[config.mk]
export PLATFORM = sky130hd
export DESIGN_NAME = lsr_top
export DESIGN_NICKNAME = d
export VERILOG_FILES = /design/src/lsr_pkg.sv /design/src/lsr_top.sv
export VERILOG_INCLUDE_DIRS = /design/src
export SDC_FILE = /design/constraint.sdc
export NUM_CORES = 1
export LEC_CHECK = 0
export ABC_AREA = 1
export BUFFER_PORTS_ARGS = -buffer_cell sky130_fd_sc_hd__buf_2
export CAP_MARGIN = 20
export CORE_MARGIN = 2
export CORE_UTILIZATION = 45
export DETAILED_ROUTE_END_ITERATION = 6
export PLACE_DENSITY_LB_ADDON = 0.08
export SYNTH_ARGS = -nofsm -noshare
export SYNTH_HDL_FRONTEND = slang
export SYNTH_SLANG_ARGS = --single-unit
export TNS_END_PERCENT = 1
[constraint.sdc]
create_clock -name CLK -period 2.2 [get_ports CLK]
set_clock_uncertainty 0.05 [all_clocks]
set_input_delay 0.44 -clock CLK [delete_from_list [all_inputs] [get_ports CLK]]
set_output_delay 0.44 -clock CLK [all_outputs]
set_load 0.1 [all_outputs]
[src/lsr_defs.svh]
// constants of the link status reporter: codes, map, fields
// assumes inclusion by bare name from the design files
`ifndef LSR_DEFS_SVH
`define LSR_DEFS_SVH

// training-state base codes per group
`define LSR_C_DET       6'h00
`define LSR_C_POL       6'h04
`define LSR_C_CFG       6'h0B
`define LSR_C_CFG_IDLE  6'h15
`define LSR_C_L0        6'h16
`define LSR_C_L1        6'h17
`define LSR_C_L1_EXIT   6'h1B
`define LSR_C_REC       6'h1C
`define LSR_C_REC_IDLE  6'h20
`define LSR_C_HOT_RST   6'h21
`define LSR_C_DIS       6'h22
`define LSR_C_DIS_IDLE  6'h25
`define LSR_C_DP_CFG    6'h26
`define LSR_C_LPBK      6'h2E
`define LSR_C_LPBK_EXIT 6'h30

// register byte offsets
`define LSR_REG_STATE   4'h0
`define LSR_REG_EVENT   4'h4
`define LSR_REG_MASK    4'h8

// state register fields
`define LSR_F_RATE      0
`define LSR_F_WIDTH     1
`define LSR_F_REV       3
`define LSR_F_UPN       5
`define LSR_F_CODE      8

// event bits
`define LSR_EV_UP       0
`define LSR_EV_DOWN     1
`define LSR_EV_RATE     2
`define LSR_EV_WIDTH    3
`define LSR_EV_REV      4
`define LSR_EV_W        5

// reset values
`define LSR_RST_UPN     1'b1
`define LSR_RST_RATE    1'b0
`define LSR_RST_FIELD2  2'h0
`define LSR_RST_EV      5'h00
`define LSR_RST_SUB     3'h0

`endif

[src/lsr_pkg.sv]
// types shared by the link status reporter
// assumes lsr_defs.svh for numeric constants
package lsr_pkg;

    // training-state group as driven by the state machine
    typedef enum logic [3:0] {
        LSR_DET, LSR_POL, LSR_CFG, LSR_CFG_IDLE, LSR_L0,
        LSR_L1, LSR_L1_EXIT, LSR_REC, LSR_REC_IDLE, LSR_HOT_RST,
        LSR_DIS, LSR_DIS_IDLE, LSR_DP_CFG, LSR_LPBK, LSR_LPBK_EXIT
    } lsr_group_e;

    typedef logic [5:0] lsr_code_t;

endpackage : lsr_pkg

[src/lsr_top.sv]
// link status reporter: registered status outputs, avalon slave, irq
// assumes link inputs come from logic on CLK (the pipe clock)
//
// The Avalon-MM register port and the register addresses are this design's own decisions.
`timescale 1ns/1ps
`include "lsr_defs.svh"

module lsr_top
(
    // clock and reset
    input  wire logic               CLK,
    input  wire logic               NRST,
    // link state from the training logic
    input  wire lsr_pkg::lsr_group_e LINK_GROUP,
    input  wire logic [2:0]         LINK_SUB,
    input  wire logic               LINK_RATE,
    input  wire logic [1:0]         LINK_WIDTH,
    input  wire logic [1:0]         LINK_REVERSAL,
    input  wire logic               LINK_UP,
    // status outputs to user logic
    output logic                    CURRENT_RATE_OUT,
    output logic [1:0]              CURRENT_WIDTH_OUT,
    output lsr_pkg::lsr_code_t      TRAINING_STATE_OUT,
    output logic [1:0]              LANE_REVERSAL_OUT,
    output logic                    PHY_LINK_UP_N,
    // avalon-mm slave
    input  wire logic [3:0]         AVS_ADDRESS,
    input  wire logic               AVS_READ,
    input  wire logic               AVS_WRITE,
    input  wire logic [31:0]        AVS_WRITEDATA,
    input  wire logic [3:0]         AVS_BYTEENABLE,
    output logic [31:0]             AVS_READDATA,
    output logic                    AVS_WAITREQUEST,
    // interrupt
    output logic                    IRQ
);
    import lsr_pkg::*;

    ////////////////////////////////////////////////////////////////////
    // status outputs

    logic      next_rate;
    logic [1:0] next_width;
    lsr_code_t next_code;
    logic [1:0] next_rev;
    logic      next_upn;

    function automatic lsr_code_t base_of(input lsr_group_e g);
        lsr_code_t b;
        b = `LSR_C_DET;
        case (g)
            LSR_DET:       b = `LSR_C_DET;
            LSR_POL:       b = `LSR_C_POL;
            LSR_CFG:       b = `LSR_C_CFG;
            LSR_CFG_IDLE:  b = `LSR_C_CFG_IDLE;
            LSR_L0:        b = `LSR_C_L0;
            LSR_L1:        b = `LSR_C_L1;
            LSR_L1_EXIT:   b = `LSR_C_L1_EXIT;
            LSR_REC:       b = `LSR_C_REC;
            LSR_REC_IDLE:  b = `LSR_C_REC_IDLE;
            LSR_HOT_RST:   b = `LSR_C_HOT_RST;
            LSR_DIS:       b = `LSR_C_DIS;
            LSR_DIS_IDLE:  b = `LSR_C_DIS_IDLE;
            LSR_DP_CFG:    b = `LSR_C_DP_CFG;
            LSR_LPBK:      b = `LSR_C_LPBK;
            LSR_LPBK_EXIT: b = `LSR_C_LPBK_EXIT;
            default:       b = `LSR_C_DET;
        endcase
        return b;
    endfunction : base_of

    always_comb
    begin
        next_rate  = LINK_RATE;
        next_width = LINK_WIDTH;
        next_rev   = LINK_REVERSAL;
        next_upn   = ~LINK_UP;
        // substate index walks up from the group base
        next_code  = lsr_code_t'(base_of(LINK_GROUP) + {3'h0, LINK_SUB});
    end

    always_ff @(posedge CLK)
    begin
        if (!NRST)
        begin
            CURRENT_RATE_OUT   <= `LSR_RST_RATE;
            CURRENT_WIDTH_OUT  <= `LSR_RST_FIELD2;
            TRAINING_STATE_OUT <= `LSR_C_DET;
            LANE_REVERSAL_OUT  <= `LSR_RST_FIELD2;
            PHY_LINK_UP_N      <= `LSR_RST_UPN;
        end
        else
        begin
            CURRENT_RATE_OUT   <= next_rate;
            CURRENT_WIDTH_OUT  <= next_width;
            TRAINING_STATE_OUT <= next_code;
            LANE_REVERSAL_OUT  <= next_rev;
            PHY_LINK_UP_N      <= next_upn;
        end
    end

    ////////////////////////////////////////////////////////////////////
    // events, mask, irq

    logic [`LSR_EV_W-1:0] event_flags;
    logic [`LSR_EV_W-1:0] mask;
    logic [`LSR_EV_W-1:0] next_event_flags;
    logic [`LSR_EV_W-1:0] next_mask;
    logic [`LSR_EV_W-1:0] ev_set;
    logic [`LSR_EV_W-1:0] ev_clr;
    logic                 acc;
    logic                 next_acc;
    logic [31:0]          next_rdata;

    always_comb
    begin
        ev_set = `LSR_RST_EV;
        ev_set[`LSR_EV_UP]    = LINK_UP & PHY_LINK_UP_N;
        ev_set[`LSR_EV_DOWN]  = ~LINK_UP & ~PHY_LINK_UP_N;
        ev_set[`LSR_EV_RATE]  = LINK_RATE != CURRENT_RATE_OUT;
        ev_set[`LSR_EV_WIDTH] = LINK_WIDTH != CURRENT_WIDTH_OUT;
        ev_set[`LSR_EV_REV]   = LINK_REVERSAL != LANE_REVERSAL_OUT;
        ev_clr = `LSR_RST_EV;
        next_mask = mask;
        if (acc && AVS_WRITE && AVS_BYTEENABLE[0])
        begin
            if (AVS_ADDRESS == `LSR_REG_EVENT)
                ev_clr = AVS_WRITEDATA[`LSR_EV_W-1:0];
            if (AVS_ADDRESS == `LSR_REG_MASK)
                next_mask = AVS_WRITEDATA[`LSR_EV_W-1:0];
        end
        // a new event beats a clear in the same cycle
        next_event_flags = (event_flags & ~ev_clr) | ev_set;
    end

    always_comb
    begin
        IRQ = |(event_flags & mask);
    end

    ////////////////////////////////////////////////////////////////////
    // avalon slave: one wait cycle per access

    always_comb
    begin
        next_acc   = (AVS_READ | AVS_WRITE) & ~acc;
        next_rdata = AVS_READDATA;
        if (AVS_READ && !acc)
        begin
            next_rdata = 32'h0000_0000;
            case (AVS_ADDRESS)
                `LSR_REG_STATE:
                begin
                    next_rdata[`LSR_F_RATE]            = CURRENT_RATE_OUT;
                    next_rdata[`LSR_F_WIDTH+:2]        = CURRENT_WIDTH_OUT;
                    next_rdata[`LSR_F_REV+:2]          = LANE_REVERSAL_OUT;
                    next_rdata[`LSR_F_UPN]             = PHY_LINK_UP_N;
                    next_rdata[`LSR_F_CODE+:6]         = TRAINING_STATE_OUT;
                end
                `LSR_REG_EVENT: next_rdata[`LSR_EV_W-1:0] = event_flags;
                `LSR_REG_MASK:  next_rdata[`LSR_EV_W-1:0] = mask;
                default:        next_rdata = 32'h0000_0000;
            endcase
        end
        AVS_WAITREQUEST = (AVS_READ | AVS_WRITE) & ~acc;
    end

    always_ff @(posedge CLK)
    begin
        if (!NRST)
        begin
            event_flags  <= `LSR_RST_EV;
            mask         <= `LSR_RST_EV;
            acc          <= 1'b0;
            AVS_READDATA <= 32'h0000_0000;
        end
        else
        begin
            event_flags  <= next_event_flags;
            mask         <= next_mask;
            acc          <= next_acc;
            AVS_READDATA <= next_rdata;
        end
    end
endmodule : lsr_top

=== Word level (Yosys, flattened, before mapping) ===
Memory sizes are Yosys's and may differ from the RTL's.
Index checks and enable logic that the tools add are counted.

* Add/sub/neg operators: 1
* Reductions and logical operators: 7
* Bitwise gates (word level): 11
* Muxes and demuxes: 5
* Equal/unequal tests: 5

{| class="wikitable"
|+ Operators by type and width
! kind !! count
|-
| $pmux 5 s3 || 1
|-
| $and 5x5->5 || 2
|-
| $mux 5 || 2
|-
| $add 6x3->6 || 1
|-
| $mux 6 || 1
|-
| $not 5->5 || 1
|-
| $or 5x5->5 || 1
|-
| $reduce_or 5->1 || 1
|-
| $eq 4x3->1 const B || 1
|-
| $eq 4x4->1 const B || 1
|-
| $logic_not 4->1 || 1
|-
| $ne 2x2->1 || 2
|-
| $and 1x1->1 || 3
|-
| $logic_and 1x1->1 || 3
|-
| $not 1->1 || 3
|-
| $reduce_and 2->1 || 1
|-
| $logic_not 1->1 || 1
|-
| $mux 1 || 1
|-
| $ne 1x1->1 || 1
|-
| $or 1x1->1 || 1
|}

* Output and inout bits: 46
* Flip-flop bits (word level): 35
* Memories: 1
* Bits of input ports: 57
* Bits in read-only memories: 96

{| class="wikitable"
|+ Memory list
! name !! words !! width !! rd ports !! clocked after memory_dff !! wr ports !! RTL line !! RTL
|-
| (no name shown) || 16 || 6 || 1 || 0 || 0 || lsr_top.sv:51 || <nowiki>case (g)</nowiki>
|}

=== Depth between registers and ports, before layout ===
* Depth in word-level cells: 6
* Depth in mapped cells: 15
* Mapped depth without buffers: 15

=== Worst setup path before layout ===
OpenSTA, ideal clock, no wires.

* Kind: input -> output
* Start: in AVS_WRITE
* End: out AVS_WAITREQUEST
* Arrival: 1.736 ns
* Required time: 1.710 ns
* Stages on the path: 2
* Slack: -0.026 ns
* Path through: nor2_1 > nor2_1

* Cells in the longest elaborated chain, start to end: 2

{| class="wikitable"
|+ RTL lines
! element !! RTL line !! RTL
|-
| start, declared || lsr_top.sv:29 || <nowiki>input wire logic AVS_WRITE,</nowiki>
|-
| $or 1x1->1 || lsr_top.sv:165 || <nowiki>AVS_WAITREQUEST = (AVS_READ | AVS_WRITE) & ~acc;</nowiki>
|-
| $and 1x1->1 || lsr_top.sv:165 ||
|-
| end, declared || lsr_top.sv:33 || <nowiki>output logic AVS_WAITREQUEST,</nowiki>
|}

Every way passes these cells.

=== Worst setup path after layout ===
* Start: in LINK_GROUP[0]
* End: reg TRAINING_STATE_OUT[4]

* Cells in the longest elaborated chain, start to end: 2

{| class="wikitable"
|+ RTL lines
! element !! RTL line !! RTL
|-
| start, declared || lsr_top.sv:14 || <nowiki>input wire lsr_pkg::lsr_group_e LINK_GROUP,</nowiki>
|-
| $mem_v2 16x6 || - ||
|-
| $add 6x3->6 || lsr_top.sv:79 || <nowiki>next_code = lsr_code_t'(base_of(LINK_GROUP) + {3'h0, LINK_SUB});</nowiki>
|-
| end signal, assigned || lsr_top.sv:88 || <nowiki>TRAINING_STATE_OUT <= `LSR_C_DET;</nowiki>
|-
| end signal, assigned || lsr_top.sv:96 || <nowiki>TRAINING_STATE_OUT <= next_code;</nowiki>
|-
| end, declared || lsr_top.sv:23 || <nowiki>output lsr_pkg::lsr_code_t TRAINING_STATE_OUT,</nowiki>
|}

Every way passes these cells.
A chain may end at the register's enable or synchronous reset.

==> impl_metrics.py <==
metrics = {
    "run_status": {
        "status": "finished clean",
    },
    "worst_setup_path": {
        "timing.critical_path.mode_cell": "nand2_1",
        "critPathKind": "input port to flop",
        "cpLargestDelayFamily": "adder cells",
        "cpPeakStageDelay_ns": 0.35,
        "path_cells": "buf_2 > inv_1 > ha_1 > nand2_1 > o21ai_0 > a21oi_1 > ha_1 > inv_1 > fa_1 > inv_1 > nand2_1 > nand2_1 > nand3_1 > nand2_1 > nor2_1",
        "start_kind": "input port",
        "worst-path-buf-inv": 4,
        "slowest_stage": "fa_1",
        "crit_arrival_ns": 2.10,
        "cp_max_fo": 2,
        "r2r_slack_ns": 1.03,
        "worstPathRequired_ns": 2.33,
        "cp-end-kind": "flop",
    },
    "timing": {
        "rsz0062_at_grt": "no",
        "fmax_ghz": 0.506,
        "setup_violations": 0,
        "maxSlewHeadroom_pct": 64.8,
        "hold_viol": 0,
        "tightest_slew_ns": 0.527,
        "period_share_pct": 89.8,
        "min_period_ns": 1.97,
        "drv_slew": 0,
    },
    "power_and_ir_drop": {
        "vdd_ir_drop_max_mv": 0.335,
        "power_leakage_uw": 0.00118,
        "p_per_area_nw_per_um2": 752,
        "fin_total_pwr_uw": 1730,
    },
    "synthesis": {
        "ys_seq_area_share_pct": 35.2,
        "synth_ff_type": "dfxtp_1",
        "ys_ff_latch": 35,
        "syn_inst": 260,
        "async_flop_share_pct": 0,
        "synth_area_leaders": "dfxtp_1 (35%), buf_4 (8.3%), nand2_1 (7.9%), nand3_1 (5.5%), ha_1 (4.4%)",
        "yosys.area.top_type": "dfxtp_1",
        "ys_warn_count": 0,
        "yosysUniqueCellTypes": 32,
        "netlist_area_um2": 1990,
        "synth_edf_count": 0,
        "yosysTopAreaCellShare_pct": 35.2,
        "avgSynthCellArea_um2": 7.65,
    },
    "route": {
        "routedWlPerCell_um": 10.4,
        "route.vias.total": 1702,
        "drt_wl_total_um": 3850,
        "via_per_inst": 4.61,
        "first_iter_violations": 46,
        "antenna_left": 0,
        "drc_errors": 0,
        "drt_pass1_iterations": 4,
    },
    "die": {
        "initial_utilization_pct": 46.3,
        "die_h_um": 70.5,
        "core_um2": 4290,
        "dieArea_um2": 4970,
        "num_rows": 24,
        "io_pins": 103,
        "chipWidth_um": 70.5,
    },
    "run": {
        "drv_cap": 0,
    },
    "clock_tree": {
        "cts_sinks": 35,
        "htree_num_levels": 2,
        "postCtsSetupBuffers": 0,
        "tritoncts": "built",
        "root_buffer": "clkbuf_8",
        "cts_made_buffers": 5,
        "clkLatencyLatePin_ns": 0.28,
        "cts_resized": 0,
        "clock_path_buffers": 2,
        "ctsHoldBuffers": 0,
        "clk_pin_slew_ns": 0.07,
    },
    "global_route": {
        "grt_overflow": 0,
        "grt_pass1_vias": 1496,
        "grt_pass1_wl_um": 6850,
        "grt_max_degree": 23,
        "grt_use_total_pct": 17.2,
        "antenna_found_initial": 0,
    },
    "cells_and_area": {
        "syn_to_final_growth_pct": 15.8,
        "antennaDiodeCount": 0,
        "final_cell_count_no_fill": 369,
        "drive_above_1_share_pct": 30.6,
        "final_nets": 381,
    },
    "place": {
        "gp_congestion": 0.831,
        "dp.cells": 361,
        "numPortBuffers": 52,
        "dp.final_hpwl_um": 3020,
    },
    "worst_hold_path": {
        "min_path_type": "input port to flop",
    },
}
## per-layer routing
metal	global-route usage [%]	vias up	routed length, um
li1	-	916	-
met2	26.5	56	1620
met3	3.03	6	216
met5	0	-	0
met4	6.41	0	70
met1	23.9	724	1950
## worst paths after layout
| check | start | to | depth (start not counted) |
|---|---|---|---|
| min reg2reg | TRAINING_STATE_OUT[4] | AVS_READDATA[12] | 2 |
| min | LINK_UP | PHY_LINK_UP_N | 2 |
| max reg2reg | acc | event_flags[0] | 5 |
| max | LINK_GROUP[0] | TRAINING_STATE_OUT[4] | 15 |
## power by group
part           leakage, uW  switching, uW  internal [uW]
combinational     0.000849            493           98.5
clock            0.0000412            222            221
sequential        0.000288           26.5            671
total              0.00118            741            991
## Yosys cell counts (2+ instances only)
cell type	number
ha_1	7
a21oi_1	17
o21ai_0	14
inv_2	6
inv_1	18
nor2_4	4
a21oi_2	5
dfxtp_1	35
o21ai_1	2
nand2_2	9
nand3_1	22
xor2_1	4
buf_6	4
clkbuf_1	2
nand2_1	42
buf_4	22
nor2_1	22
nand4_1	11
## per-stage QoR
stage | setup TNS, ns | setup slack [ns] | hold WS (ns) | instance area [um2] | utilization, %
CTS | 0 | 0.227 | 0.290 | 2300 | 53.6
global placement | -0.0758 | -0.0688 | 0.411 | 2220 | 51.7
floorplan | 0 | 0.146 | 0.402 | 2060 | -
finish | 0 | 0.225 | 0.301 | 2300 | 53.6
global route | 0 | 0.0199 | 0.302 | 2300 | 53.6
detailed placement | -0.0986 | -0.0820 | 0.410 | 2220 | 51.7
## cells by family (layout without fill, tap and decap cells)
logic type / after synthesis / in the layout / synth area share, %
and+or+nand+nor: 115 / 115 / 28.8
buffers and inverters: 54 / 92 / 16.0
AOI/OAI and AO/OA: 42 / 42 / 12.1
DFF: 35 / 35 / 35.2
adders and majority gates: 8 / 8 / 5.41
xor gates and xnor gates: 5 / 5 / 2.20
other: 1 / 20 / 0.188
## worst register-to-register path, cell delays in order, from the launching register on
cell,delay (ns)
dfxtp_1,0.38
nand3_1,0.20
inv_1,0.19
nand3_1,0.11
nand2_1,0.06
a21oi_1,0.05
## registers in the layout (all words and copies together) (netlist names)
register,flops
mask,5
PHY_LINK_UP_N,1
acc,1
CURRENT_WIDTH_OUT,2
LANE_REVERSAL_OUT,2
CURRENT_RATE_OUT,1
event_flags,5
TRAINING_STATE_OUT,6
AVS_READDATA,12
## area by class of cell
| cell class | count | area [um2] |
|---|---|---|
| Fill cell | 436 | 1990 |
| Multi-Input combinational cell | 190 | 1040 |
| Sequential cell | 35 | 701 |
| Timing Repair Buffer | 59 | 313 |
| Inverter | 25 | 96.3 |
| Clock buffer | 6 | 72.6 |
| Tap cell | 52 | 65.1 |
| Clock inverter | 2 | 12.5 |
## layout by cell type (no fill, tap or decap), types with 2 or more instances in the layout
cell type,netlist,routed
conb_1,1,20
nand4_1,11,11
o21ai_0,14,14
inv_2,6,6
nand3_1,22,22
dfxtp_1,35,35
nor2_4,4,4
nand2_2,9,9
inv_1,18,18
o21ai_1,2,2
ha_1,7,7
xor2_1,4,4
a21oi_2,5,5
clkbuf_8,0,5
buf_4,22,7
a21oi_1,17,17
buf_2,1,52
nor2_1,22,21
nand2_1,42,42
Note: power is estimated with default switching activity, not from simulation.
